--- src/hw/flc_consts.svh ---
// Register map, field positions, reset values and timing figures of the
// flash LED mode controller. Included by the top module.
`ifndef FLC_CONSTS_SVH
`define FLC_CONSTS_SVH

// Register byte offsets on the APB port.
`define FLC_OFS_ENABLE    8'h00
`define FLC_OFS_PRIVACY   8'h04
`define FLC_OFS_CONFIG1   8'h08
`define FLC_OFS_GPIO      8'h0C
`define FLC_OFS_TORCH_BR  8'h10
`define FLC_OFS_FLASH_BR  8'h14
`define FLC_OFS_FLASH_DUR 8'h18
`define FLC_OFS_STATUS    8'h1C

// Reset values.
`define FLC_RST_ENABLE    8'h18
`define FLC_RST_PRIVACY   8'h10
`define FLC_RST_CONFIG1   8'h60
`define FLC_RST_GPIO      8'h00
`define FLC_RST_TORCH_BR  8'h00
`define FLC_RST_FLASH_BR  8'h00
`define FLC_RST_FLASH_DUR 8'h0F

// Field values and positions.
`define FLC_MODE_OFF      2'b00
`define FLC_MODE_PRIV     2'b01
`define FLC_MODE_TORCH    2'b10
`define FLC_MODE_FLASH    2'b11
`define FLC_EN_LE_BIT     5
`define FLC_PRIV_TERM_BIT 3
`define FLC_CF1_HWFL_BIT  2
`define FLC_CF1_POL1_BIT  5
`define FLC_CF1_POL2_BIT  6
`define FLC_CF1_HWTO_BIT  7
`define FLC_GP_SEL1_BIT   0
`define FLC_GP_DIR1_BIT   1
`define FLC_GP_VAL1_BIT   2
`define FLC_GP_SEL2_BIT   3
`define FLC_GP_DIR2_BIT   4
`define FLC_GP_VAL2_BIT   5
`define FLC_GP_INT_BIT    6
`define FLC_TORCH_LEVELS  5'd8
`define FLC_PWM_SLOTS     4'd10

// Timing at a 100 MHz clock.
`define FLC_CLK_PERIOD_NS 10
`define FLC_RAMP_STEP_NS  32000
`define FLC_TOUT_STEP_MS  32
`define FLC_PWM_SLOT_NS   10000

`endif

--- src/hw/flc_pkg.sv ---
// Types shared by the flash LED mode controller and its bench.
// Assumes flc_consts.svh sits on the include path.
`default_nettype none

package flc_pkg;

  // Operating state of the current sources.
  typedef enum logic [1:0] {
    FLC_OFF,
    FLC_PRIV,
    FLC_TORCH,
    FLC_FLASH
  } flc_state_t;

  // Drive to one current source: level 0..7 torch, 8..23 flash.
  typedef struct packed {
    logic       on;
    logic       flash;
    logic [4:0] level;
  } flc_led_t;

  // Drive of one two-way pin: level and output enable.
  typedef struct packed {
    logic o;
    logic oe;
  } flc_pin_drv_t;

endpackage : flc_pkg

`default_nettype wire

--- src/hw/flc_mode_ctrl.sv ---
// Mode sequencing of a dual-channel flash LED driver, behind an APB port.
// Assumes a 100 MHz pclk and pins that are synchronous to it.
//
// Operation
// [RULE1] Mode 11 starts a flash sequence
// [RULE2] Mode 10 torch, ramps 32 us per level
// [RULE3] Mode 01 privacy on selected sources
// [RULE4] Mode 00 keeps both sources off
// [RULE5] Sources held off until output voltage ready
// [RULE6] Flash ramp through torch and flash levels
// [RULE7] Enable bits and brightness per source
// [RULE8] Two bits select switch current limit
// [RULE9] Sixteen flash levels set by brightness
// [RULE10] Trigger pin starts flash when enabled
// [RULE11] Level/edge one: only timeout ends flash
// [RULE12] Level/edge zero: pin low, mode 00, timeout
// [RULE13] Flash end: sources off, mode clears
// [RULE14] Privacy resumes after flash unless terminated
// [RULE15] Timeout 32 ms to 1024 ms steps
// [RULE16] Privacy PWM duty 10% to 80%
// [RULE17] First sync forces torch during flash
// [RULE18] First sync polarity bit, default high
// [RULE19] Hardware torch; flash wins, clears bit
// [RULE20] First pin as general-purpose I/O
// [RULE21] Second pin as I/O or interrupt
// [RULE22] Second sync polarity, forces torch
`default_nettype none

`include "flc_consts.svh"

module flc_mode_ctrl #(
  parameter int TOUT_UNIT_CYCLES = `FLC_TOUT_STEP_MS * 1000000 / `FLC_CLK_PERIOD_NS
) (
  // Clock and reset
  input  wire logic              pclk,
  input  wire logic              presetn,
  // APB slave
  input  wire logic              psel,
  input  wire logic              penable,
  input  wire logic              pwrite,
  input  wire logic [7:0]        paddr,
  input  wire logic [31:0]       pwdata,
  output logic                   pready,
  output logic                   pslverr,
  output logic [31:0]            prdata,
  // Control pins
  input  wire logic              flash_trigger,
  input  wire logic              vout_ready,
  input  wire logic              int_condition,
  input  wire logic              first_multi_function_pin_i,
  output flc_pkg::flc_pin_drv_t  first_multi_function_pin_d,
  input  wire logic              second_multi_function_pin_i,
  output flc_pkg::flc_pin_drv_t  second_multi_function_pin_d,
  // Analog side
  output flc_pkg::flc_led_t      first_current_source,
  output flc_pkg::flc_led_t      second_current_source,
  output logic [1:0]             current_limit_sel
);

  localparam int RAMP_CYCLES = `FLC_RAMP_STEP_NS / `FLC_CLK_PERIOD_NS;
  localparam int PWM_CYCLES  = `FLC_PWM_SLOT_NS / `FLC_CLK_PERIOD_NS;

  // ---------------------------------------------------------------------
  // Registers and APB decode
  // ---------------------------------------------------------------------
  logic [7:0] enable_q;
  logic [7:0] privacy_q;
  logic [7:0] config1_q;
  logic [7:0] gpio_q;
  logic [7:0] torch_br_q;
  logic [7:0] flash_br_q;
  logic [7:0] flash_dur_q;
  logic [31:0] prdata_q;

  wire setup    = psel && !penable;
  wire access   = psel && penable;
  wire hit_en   = paddr == `FLC_OFS_ENABLE;
  wire hit_pr   = paddr == `FLC_OFS_PRIVACY;
  wire hit_c1   = paddr == `FLC_OFS_CONFIG1;
  wire hit_gp   = paddr == `FLC_OFS_GPIO;
  wire hit_tb   = paddr == `FLC_OFS_TORCH_BR;
  wire hit_fb   = paddr == `FLC_OFS_FLASH_BR;
  wire hit_fd   = paddr == `FLC_OFS_FLASH_DUR;
  wire hit_st   = paddr == `FLC_OFS_STATUS;
  wire mapped   = hit_en | hit_pr | hit_c1 | hit_gp | hit_tb | hit_fb | hit_fd | hit_st;
  wire wr       = access && pwrite && mapped;
  wire wr_en    = wr && hit_en;
  wire [1:0] wr_mode = pwdata[1:0];

  assign pready  = 1'b1;
  assign pslverr = access && !mapped;
  assign prdata  = prdata_q;

  // ---------------------------------------------------------------------
  // Field views
  // ---------------------------------------------------------------------
  wire [1:0] mode      = enable_q[1:0];
  wire       src1_en   = enable_q[3];
  wire       src2_en   = enable_q[4];
  wire       level_sel = enable_q[`FLC_EN_LE_BIT];
  wire [2:0] duty_code = privacy_q[2:0];
  wire       priv_term = privacy_q[`FLC_PRIV_TERM_BIT];
  wire       priv_sel1 = privacy_q[4];
  wire       priv_sel2 = privacy_q[5];
  wire       hw_flash  = config1_q[`FLC_CF1_HWFL_BIT];
  wire       pol1      = config1_q[`FLC_CF1_POL1_BIT];
  wire       pol2      = config1_q[`FLC_CF1_POL2_BIT];
  wire       hw_torch  = config1_q[`FLC_CF1_HWTO_BIT];
  wire       gp_sel1   = gpio_q[`FLC_GP_SEL1_BIT];
  wire       gp_dir1   = gpio_q[`FLC_GP_DIR1_BIT];
  wire       gp_sel2   = gpio_q[`FLC_GP_SEL2_BIT];
  wire       gp_dir2   = gpio_q[`FLC_GP_DIR2_BIT];
  wire       gp_int    = gpio_q[`FLC_GP_INT_BIT];
  wire [4:0] tout_code = flash_dur_q[4:0];

  // ---------------------------------------------------------------------
  // Pins
  // ---------------------------------------------------------------------
  logic trig_prev_q;
  wire  trig_rise  = flash_trigger && !trig_prev_q;
  wire  sync1_mode = !gp_sel1 && !hw_torch;
  wire  sync1_act  = sync1_mode && (first_multi_function_pin_i == pol1); // [RULE17] [RULE18]
  wire  sync2_act  = !gp_sel2 && (second_multi_function_pin_i == pol2); // [RULE22]
  wire  hwt_on     = !gp_sel1 && hw_torch && first_multi_function_pin_i; // [RULE19]
  wire  force_torch = sync1_act || sync2_act;

  // The first pin drives only as a GPIO output; the second, in interrupt
  // mode, behaves as open drain and pulls low while the condition holds.
  assign first_multi_function_pin_d.oe = gp_sel1 && gp_dir1; // [RULE20]
  assign first_multi_function_pin_d.o  = gpio_q[`FLC_GP_VAL1_BIT];
  wire   int_mode = gp_sel2 && gp_dir2 && gp_int; // [RULE21]
  assign second_multi_function_pin_d.oe = int_mode ? int_condition : (gp_sel2 && gp_dir2);
  assign second_multi_function_pin_d.o  = int_mode ? 1'b0 : gpio_q[`FLC_GP_VAL2_BIT];

  // ---------------------------------------------------------------------
  // Flash sequencing
  // ---------------------------------------------------------------------
  flc_pkg::flc_state_t state_q;
  flc_pkg::flc_state_t state_d;
  logic        by_pin_q;
  logic        priv_resume_q;
  logic [21:0] tout_div_q;
  logic [4:0]  tout_cnt_q;

  wire in_flash   = state_q == flc_pkg::FLC_FLASH;
  wire pin_start  = hw_flash && trig_rise; // [RULE10]
  wire flash_req  = (mode == `FLC_MODE_FLASH) || pin_start; // [RULE1]
  wire flash_go   = !in_flash && flash_req;
  wire tout_tick  = tout_div_q == 22'(TOUT_UNIT_CYCLES - 1);
  wire timed_out  = in_flash && tout_tick && (tout_cnt_q == tout_code); // [RULE15]
  wire pin_low    = by_pin_q && !flash_trigger;
  wire end_edge   = !level_sel && (pin_low || (wr_en && wr_mode == `FLC_MODE_OFF)); // [RULE12]
  wire flash_end  = in_flash && (timed_out || end_edge); // [RULE11]
  wire tout_clr   = flash_go || (!level_sel && in_flash && trig_rise); // [RULE12]

  always_comb
  begin
    state_d = flc_pkg::FLC_OFF; // [RULE4]
    if (flash_end)
    begin
      state_d = priv_resume_q ? flc_pkg::FLC_PRIV : flc_pkg::FLC_OFF; // [RULE13] [RULE14]
    end
    else if (in_flash || flash_req)
    begin
      state_d = flc_pkg::FLC_FLASH; // [RULE19]
    end
    else if (mode == `FLC_MODE_TORCH || hwt_on)
    begin
      state_d = flc_pkg::FLC_TORCH; // [RULE2]
    end
    else if (mode == `FLC_MODE_PRIV || state_q == flc_pkg::FLC_PRIV && mode == `FLC_MODE_OFF
             && priv_resume_q)
    begin
      state_d = flc_pkg::FLC_PRIV; // [RULE3]
    end
  end

  always_ff @(posedge pclk or negedge presetn)
  begin
    if (!presetn)
    begin
      state_q       <= flc_pkg::FLC_OFF;
      by_pin_q      <= 1'b0;
      priv_resume_q <= 1'b0;
      trig_prev_q   <= 1'b0;
    end
    else
    begin
      state_q     <= state_d;
      trig_prev_q <= flash_trigger;
      if (flash_go)
      begin
        by_pin_q      <= pin_start && mode != `FLC_MODE_FLASH;
        priv_resume_q <= !priv_term && (mode == `FLC_MODE_PRIV ||
                         state_q == flc_pkg::FLC_PRIV); // [RULE14]
      end
      else if (wr_en && wr_mode != `FLC_MODE_OFF && !in_flash)
      begin
        priv_resume_q <= 1'b0;
      end
    end
  end

  // Timeout counts 32 ms units; with level/edge zero a retrigger restarts both counters.
  always_ff @(posedge pclk or negedge presetn)
  begin
    if (!presetn)
    begin
      tout_div_q <= '0;
      tout_cnt_q <= '0;
    end
    else if (tout_clr || !in_flash)
    begin
      tout_div_q <= '0;
      tout_cnt_q <= '0;
    end
    else if (tout_tick)
    begin
      tout_div_q <= '0;
      tout_cnt_q <= tout_cnt_q + 5'd1; // [RULE15]
    end
    else
    begin
      tout_div_q <= tout_div_q + 22'd1;
    end
  end

  // ---------------------------------------------------------------------
  // Level ramp
  // ---------------------------------------------------------------------
  logic [11:0] ramp_div_q;
  logic [4:0]  step1_q;
  logic [4:0]  step2_q;
  wire ramp_tick = ramp_div_q == 12'(RAMP_CYCLES - 1);
  wire at_flash  = in_flash && !force_torch;
  wire at_torch  = in_flash || state_q == flc_pkg::FLC_TORCH;

  // Rising targets climb one level per tick to limit inrush; falling
  // targets, such as a sync input forcing torch, are taken at once.
  function automatic logic [4:0] ramp_next(input logic [4:0] cur, input logic [4:0] tgt,
                                           input logic active, input logic tick);
    logic [4:0] nxt;
    nxt = cur;
    if (!active)
      nxt = 5'd0;
    else if (cur > tgt)
      nxt = tgt;
    else if (tick && cur < tgt)
      nxt = cur + 5'd1;
    return nxt;
  endfunction

  // Conditions come in as arguments so callers re-evaluate when the state moves.
  function automatic logic [4:0] target(input logic [2:0] torch, input logic [3:0] flash,
                                        input logic at_flash, input logic at_torch);
    return at_flash ? `FLC_TORCH_LEVELS + {1'b0, flash} : // [RULE6] [RULE9]
           at_torch ? {2'b00, torch} : 5'd0; // [RULE2] [RULE17] [RULE22]
  endfunction

  wire priv_on = state_q == flc_pkg::FLC_PRIV;
  wire act1 = vout_ready && (priv_on ? priv_sel1 : (state_q != flc_pkg::FLC_OFF && src1_en));
  wire act2 = vout_ready && (priv_on ? priv_sel2 : (state_q != flc_pkg::FLC_OFF && src2_en));
  wire [4:0] tgt1 = target(torch_br_q[2:0], flash_br_q[3:0], at_flash, at_torch); // [RULE7]
  wire [4:0] tgt2 = target(torch_br_q[5:3], flash_br_q[7:4], at_flash, at_torch);
  wire [4:0] step1_d = ramp_next(step1_q, tgt1, act1, ramp_tick); // [RULE5] [RULE6]
  wire [4:0] step2_d = ramp_next(step2_q, tgt2, act2, ramp_tick);

  always_ff @(posedge pclk or negedge presetn)
  begin
    if (!presetn)
    begin
      ramp_div_q <= '0;
      step1_q    <= '0;
      step2_q    <= '0;
    end
    else
    begin
      ramp_div_q <= ramp_tick ? 12'd0 : ramp_div_q + 12'd1;
      step1_q    <= step1_d;
      step2_q    <= step2_d;
    end
  end

  // ---------------------------------------------------------------------
  // Privacy PWM on the lowest torch level
  // ---------------------------------------------------------------------
  logic [9:0] pwm_div_q;
  logic [3:0] pwm_slot_q;
  wire pwm_tick = pwm_div_q == 10'(PWM_CYCLES - 1);
  wire pwm_high = pwm_slot_q <= {1'b0, duty_code}; // [RULE16]

  always_ff @(posedge pclk or negedge presetn)
  begin
    if (!presetn)
    begin
      pwm_div_q  <= '0;
      pwm_slot_q <= '0;
    end
    else if (pwm_tick)
    begin
      pwm_div_q  <= '0;
      pwm_slot_q <= (pwm_slot_q == `FLC_PWM_SLOTS - 4'd1) ? 4'd0 : pwm_slot_q + 4'd1;
    end
    else
    begin
      pwm_div_q <= pwm_div_q + 10'd1;
    end
  end

  // ---------------------------------------------------------------------
  // Register writes and hardware updates
  // ---------------------------------------------------------------------
  // A software write to the enable register in the cycle a flash ends wins
  // over the automatic clear, so a fresh command is never lost.
  always_ff @(posedge pclk or negedge presetn)
  begin
    if (!presetn)
    begin
      enable_q    <= `FLC_RST_ENABLE;
      privacy_q   <= `FLC_RST_PRIVACY;
      config1_q   <= `FLC_RST_CONFIG1;
      gpio_q      <= `FLC_RST_GPIO;
      torch_br_q  <= `FLC_RST_TORCH_BR;
      flash_br_q  <= `FLC_RST_FLASH_BR;
      flash_dur_q <= `FLC_RST_FLASH_DUR;
    end
    else
    begin
      if (wr_en)
        enable_q <= pwdata[7:0];
      else if (flash_end)
        enable_q[1:0] <= `FLC_MODE_OFF; // [RULE13]
      if (wr && hit_pr)
        privacy_q <= pwdata[7:0];
      if (wr && hit_c1)
        config1_q <= pwdata[7:0];
      if (flash_go)
        config1_q[`FLC_CF1_HWTO_BIT] <= 1'b0; // [RULE19]
      if (wr && hit_gp)
        gpio_q <= pwdata[7:0];
      if (wr && hit_tb)
        torch_br_q <= pwdata[7:0];
      if (wr && hit_fb)
        flash_br_q <= pwdata[7:0];
      if (wr && hit_fd)
        flash_dur_q <= pwdata[7:0];
    end
  end

  // ---------------------------------------------------------------------
  // Read path
  // ---------------------------------------------------------------------
  wire pin1_rd = gp_dir1 ? gpio_q[`FLC_GP_VAL1_BIT] : first_multi_function_pin_i; // [RULE20]
  wire pin2_rd = gp_dir2 ? gpio_q[`FLC_GP_VAL2_BIT] : second_multi_function_pin_i; // [RULE21]
  wire [7:0] gpio_rd = {gpio_q[7:6], pin2_rd, gpio_q[4:3], pin1_rd, gpio_q[1:0]};
  wire [15:0] status_rd = {1'b0, force_torch, step2_q, step1_q, vout_ready,
                           priv_on, state_q == flc_pkg::FLC_TORCH, in_flash};
  wire [31:0] rd_mux = hit_en ? {24'h00_0000, enable_q} :
                       hit_pr ? {24'h00_0000, privacy_q} :
                       hit_c1 ? {24'h00_0000, config1_q} :
                       hit_gp ? {24'h00_0000, gpio_rd} :
                       hit_tb ? {24'h00_0000, torch_br_q} :
                       hit_fb ? {24'h00_0000, flash_br_q} :
                       hit_fd ? {24'h00_0000, flash_dur_q} :
                       hit_st ? {16'h0000, status_rd} : 32'h0000_0000;

  always_ff @(posedge pclk or negedge presetn)
  begin
    if (!presetn)
      prdata_q <= '0;
    else if (setup && !pwrite)
      prdata_q <= rd_mux;
  end

  // ---------------------------------------------------------------------
  // Source drive
  // ---------------------------------------------------------------------
  logic [6:0] first_current_source_q;
  logic [6:0] second_current_source_q;
  // Level takes the next ramp value and the flash flag the current state, so a flash ramp flags torch levels as flash.

  always_ff @(posedge pclk or negedge presetn)
  begin
    if (!presetn)
    begin
      first_current_source_q <= '0;
      second_current_source_q <= '0;
    end
    else
    begin
      first_current_source_q <= {act1 && (!priv_on || pwm_high), at_flash && act1, step1_d}; // [RULE16]
      second_current_source_q <= {act2 && (!priv_on || pwm_high), at_flash && act2, step2_d};
    end
  end

  assign first_current_source  = first_current_source_q;
  assign second_current_source = second_current_source_q;
  assign current_limit_sel     = flash_dur_q[6:5]; // [RULE8]

endmodule // flc_mode_ctrl

`default_nettype wire

--- config.mk ---
export PLATFORM = sky130hd
export DESIGN_NAME = flc_mode_ctrl
export DESIGN_NICKNAME = d
export VERILOG_FILES = /design/src/hw/flc_pkg.sv /design/src/hw/flc_mode_ctrl.sv
export VERILOG_INCLUDE_DIRS = /design/src /design/src/hw
export SDC_FILE = /design/constraint.sdc
export NUM_CORES = 1
export LEC_CHECK = 0
export BUFFER_PORTS_ARGS = -buffer_cell sky130_fd_sc_hd__buf_2
export CORE_UTILIZATION = 55
export DETAILED_ROUTE_END_ITERATION = 7
export PLACE_DENSITY = 0.77
export SLEW_MARGIN = 20
export SYNTH_ARGS = -nofsm -noshare
export SYNTH_HDL_FRONTEND = slang
export SYNTH_SLANG_ARGS = --single-unit
--- constraint.sdc ---
create_clock -name pclk -period 6.8 [get_ports pclk]
set_input_delay 1.36 -clock pclk [delete_from_list [all_inputs] [get_ports pclk]]
set_output_delay 1.36 -clock pclk [all_outputs]
set_load 0.02 [all_outputs]
==> results.py <==
metrics = {
    "die": {
        "fp.dieArea_mm2": 0.0144,
        "core.rowCount": 42,
        "die-width_um": 120,
        "floorplan.die.height_um": 120,
        "start_util_pct": 57.1,
        "core_region_area_mm2": 0.0134,
        "top_level_ports": 104,
    },
    "cts": {
        "cts.reportedPaths.clkPinSlew_ns": 0.06,
        "ctsRootBufferMaster": "clkbuf_16",
        "ctsResizeCount": 0,
        "clk_latency_ns": 0.43,
        "cts.path.max_buffers": 2,
        "cts.repair_timing.setup_buffer_count": 0,
        "cts_tree": "built",
        "htree_num_levels": 4,
        "cts.sinks": 143,
        "numCtsBuffers": 17,
        "cts-hold-fix-buffers": 0,
    },
    "run_status": {
        "run_status": "finished clean",
    },
    "route": {
        "count_of_routing_violations_after_the_opening_detailed_route_iteration": 570,
        "wl_um": 17900,
        "detailedRoute.firstPassIterationCount": 6,
        "vias": 5940,
        "drt_drc_violations_left": 0,
        "avgRoutedWirePerCell_um": 18.4,
        "antenna_violating_nets_post_route": 0,
        "routed_via_density": 6.09,
    },
    "grt": {
        "globalRouteTotalUtil_pct": 26.3,
        "grt_overflow_total": 0,
        "vias_in_the_first_global_route": 5902,
        "grt_max_degree": 81,
        "grt_pass1_wl_um": 29300,
        "antenna_found_initial": 2,
    },
    "timing": {
        "timing.hold.ws_ns": 0.457,
        "timing_hold_violations_final": 0,
        "timing.fmax_mhz": 230,
        "slew_violations": 0,
        "period_share_pct": 63.9,
        "setup_total_negative_slack_ns": 0,
        "layout_min_cycle_time_ns": 4.34,
        "rsz0062_at_grt": "false",
        "timing.clock.skew_ns": 0.0103,
        "slew_headroom_pct": 37.1,
        "setup_viol": 0,
        "worst_slew_pin_slew_ns": 0.935,
    },
    "synth": {
        "synth_cell_type_count": 83,
        "yosys_warnings": 0,
        "synth_area_per_cell_um2": 10.5,
        "netlist_area_mm2": 0.00765,
        "synth-seq-area-share_pct": 46.9,
        "synth_cells": 729,
        "synth_enable_flop_cells": 0,
        "main_flop_type_after_synthesis": "dfrtp_1",
        "synth-seq-cells": 143,
        "asyncSetResetFlopFracSynth_pct": 100,
    },
    "worst_setup_path": {
        "crit_type": "input port to output port",
        "critical-path-top-delay-family": "simple AND/OR/NAND/NOR gates",
        "crit_required_ns": 5.44,
        "worst_r2r_path_depth": 10,
        "crit_path_cell_trace": "buf_2 > nor3_1 > nand2_1 > and3_1 > buf_2",
        "reg2reg_from": "state_q[1]",
        "timing.critical_path.slowest_cell_delay_ns": 0.69,
        "worstSetupPathDepth": 5,
        "critical_path_peak_fanout": 8,
        "critical_path.slowest_cell": "nor3_1",
        "timing.critical_path.from": "paddr[7]",
        "element_type_at_the_critical_path_start": "input port",
        "worstReg2RegEnd": "first_current_source[3]",
        "cell_repeated_most_along_the_worst_path": "buf_2",
        "worst_setup_path_endpoint": "pslverr",
        "crit_path_end_kind": "output port",
        "timing.critical_path.buf_inv": 2,
        "r2r_setup_slack_ns": 3.14,
        "worst-endpoint-arrival_ns": 2.98,
    },
    "power_and_ir_drop": {
        "peakVddDrop_mv": 0.188,
        "power_per_cell_area_mw_per_mm2": 224,
        "total_leakage_power_nw": 4.04,
    },
    "cells_and_area": {
        "final-seq-area_mm2": 0.00359,
        "multiInputGateArea_mm2": 0.00381,
        "mostFrequentLayoutCell": "dfrtp_1",
        "layout_area_growth_over_synthesis_pct": 13.2,
        "layout.nets": 854,
        "fillCellCount": 1048,
        "final_cell_mix": "dfrtp_1, nor2_1, buf_2",
        "post_route_cells_drive_above_1_share_pct": 24.4,
    },
    "placement": {
        "hpwl_after_detailed_placement_um": 12700,
        "portBuffers": 61,
        "place.gp.congestion": 0.929,
    },
    "job": {
        "max-cap-violations": 0,
    },
    "worst_hold_path": {
        "min_path_type": "register to register",
    },
}
cell families (layout without fill, tap and decap cells):
logic type	count (synthesis)	after routing	share of synthesized area, %
multiplexers	74	74	11.4
XOR/XNOR	46	46	5.27
other	2	19	0.0982
AND/OR/NAND/NOR	263	263	18.4
buffers and inverters	65	118	4.32
AO/OA/AOI/OAI	117	117	10.5
flip-flops	143	143	46.9
adder cells (fa/ha/maj)	19	19	3.11
stage by stage:
| stage | std cells | power, mW | worst slack [ns] | util, % | cell area [µm²] |
|---|---|---|---|---|---|
| finish | 975 | 1.94 | 2.46 | 64.6 | 8660 |
| floorplan | 745 | 0.934 | 2.78 | - | 7710 |
| global route | 975 | 1.99 | 2.37 | 64.6 | 8660 |
| global placement | 942 | 0.969 | 2.00 | 59.8 | 8020 |
| CTS | 974 | 1.95 | 2.52 | 64.5 | 8650 |
| detailed placement | 942 | 0.972 | 2.28 | 59.9 | 8030 |
cell usage after synthesis (7+ instances only):
| cell type | count | area, µm² |
|---|---|---|
| dfstp_2 | 9 | 236 |
| mux2_2 | 53 | 597 |
| nor2_1 | 65 | 244 |
| nand2b_1 | 9 | 56.3 |
| a21oi_1 | 27 | 135 |
| mux2i_1 | 16 | 160 |
| nor2b_1 | 12 | 75.1 |
| inv_1 | 23 | 86.3 |
| nor4_1 | 9 | 56.3 |
| nand3_1 | 29 | 145 |
| and3_1 | 16 | 100 |
| nand4_1 | 7 | 43.8 |
| clkbuf_1 | 12 | 45.0 |
| nand2_1 | 47 | 176 |
| buf_4 | 21 | 158 |
| and2_1 | 8 | 50.1 |
| nor3_1 | 17 | 85.1 |
| ha_1 | 19 | 238 |
| o21ai_0 | 21 | 105 |
| a22o_1 | 9 | 78.8 |
| xnor2_1 | 24 | 210 |
| dfrtp_1 | 134 | 3350 |
| xor2_1 | 22 | 193 |
layer usage:
| layer | part of all wire, % | GRT usage (%) |
|---|---|---|
| met1 | 42 | 33.7 |
| met2 | 50 | 43.6 |
| met3 | 6.1 | 5.47 |
| met4 | 1.6 | 10.4 |
| met5 | 0 | 0 |
report_power, final:
part / leakage, nW / internal [mW] / switching, mW
registers: 1.91 / 0.860 / 0.00633
clock network: 0.311 / 0.630 / 0.350
logic: 1.82 / 0.0248 / 0.0669
total: 4.04 / 1.51 / 0.423
registers in the layout, indices dropped and copies added, names as in the netlist, 8 cells and up:
| register | count |
|---|---|
| config1_q | 8 |
| enable_q | 8 |
| flash_br_q | 8 |
| flash_dur_q | 8 |
| gpio_q | 8 |
| prdata | 15 |
| privacy_q | 8 |
| pwm_div_q | 10 |
| ramp_div_q | 12 |
| torch_br_q | 8 |
| tout_div_q | 22 |
cell type report:
type,instances,area share [%]
clock inverter,11,1.88
antenna,1,0.0289
clock buffer,21,5.32
timing repair buffer,63,3.81
sequential,143,41.5
tap,176,2.54
inverter,23,0.997
multi-input combinational,537,44.0
how the worst min path moves through the flow:
stage | startpoint | end | slack [ns] | cells past startpoint
finish | tout_div_q[0] | tout_div_q[0] | 0.46 | 1
global route | tout_div_q[0] | tout_div_q[0] | 0.49 | 1
CTS | tout_div_q[0] | tout_div_q[0] | 0.46 | 1
detailed placement | prdata[14] | prdata[14] | 0.45 | 2
global placement | tout_div_q[0] | tout_div_q[0] | 0.44 | 1
floorplan | tout_div_q[0] | tout_div_q[0] | 0.42 | 1
(Power assumes the default switching activity.)
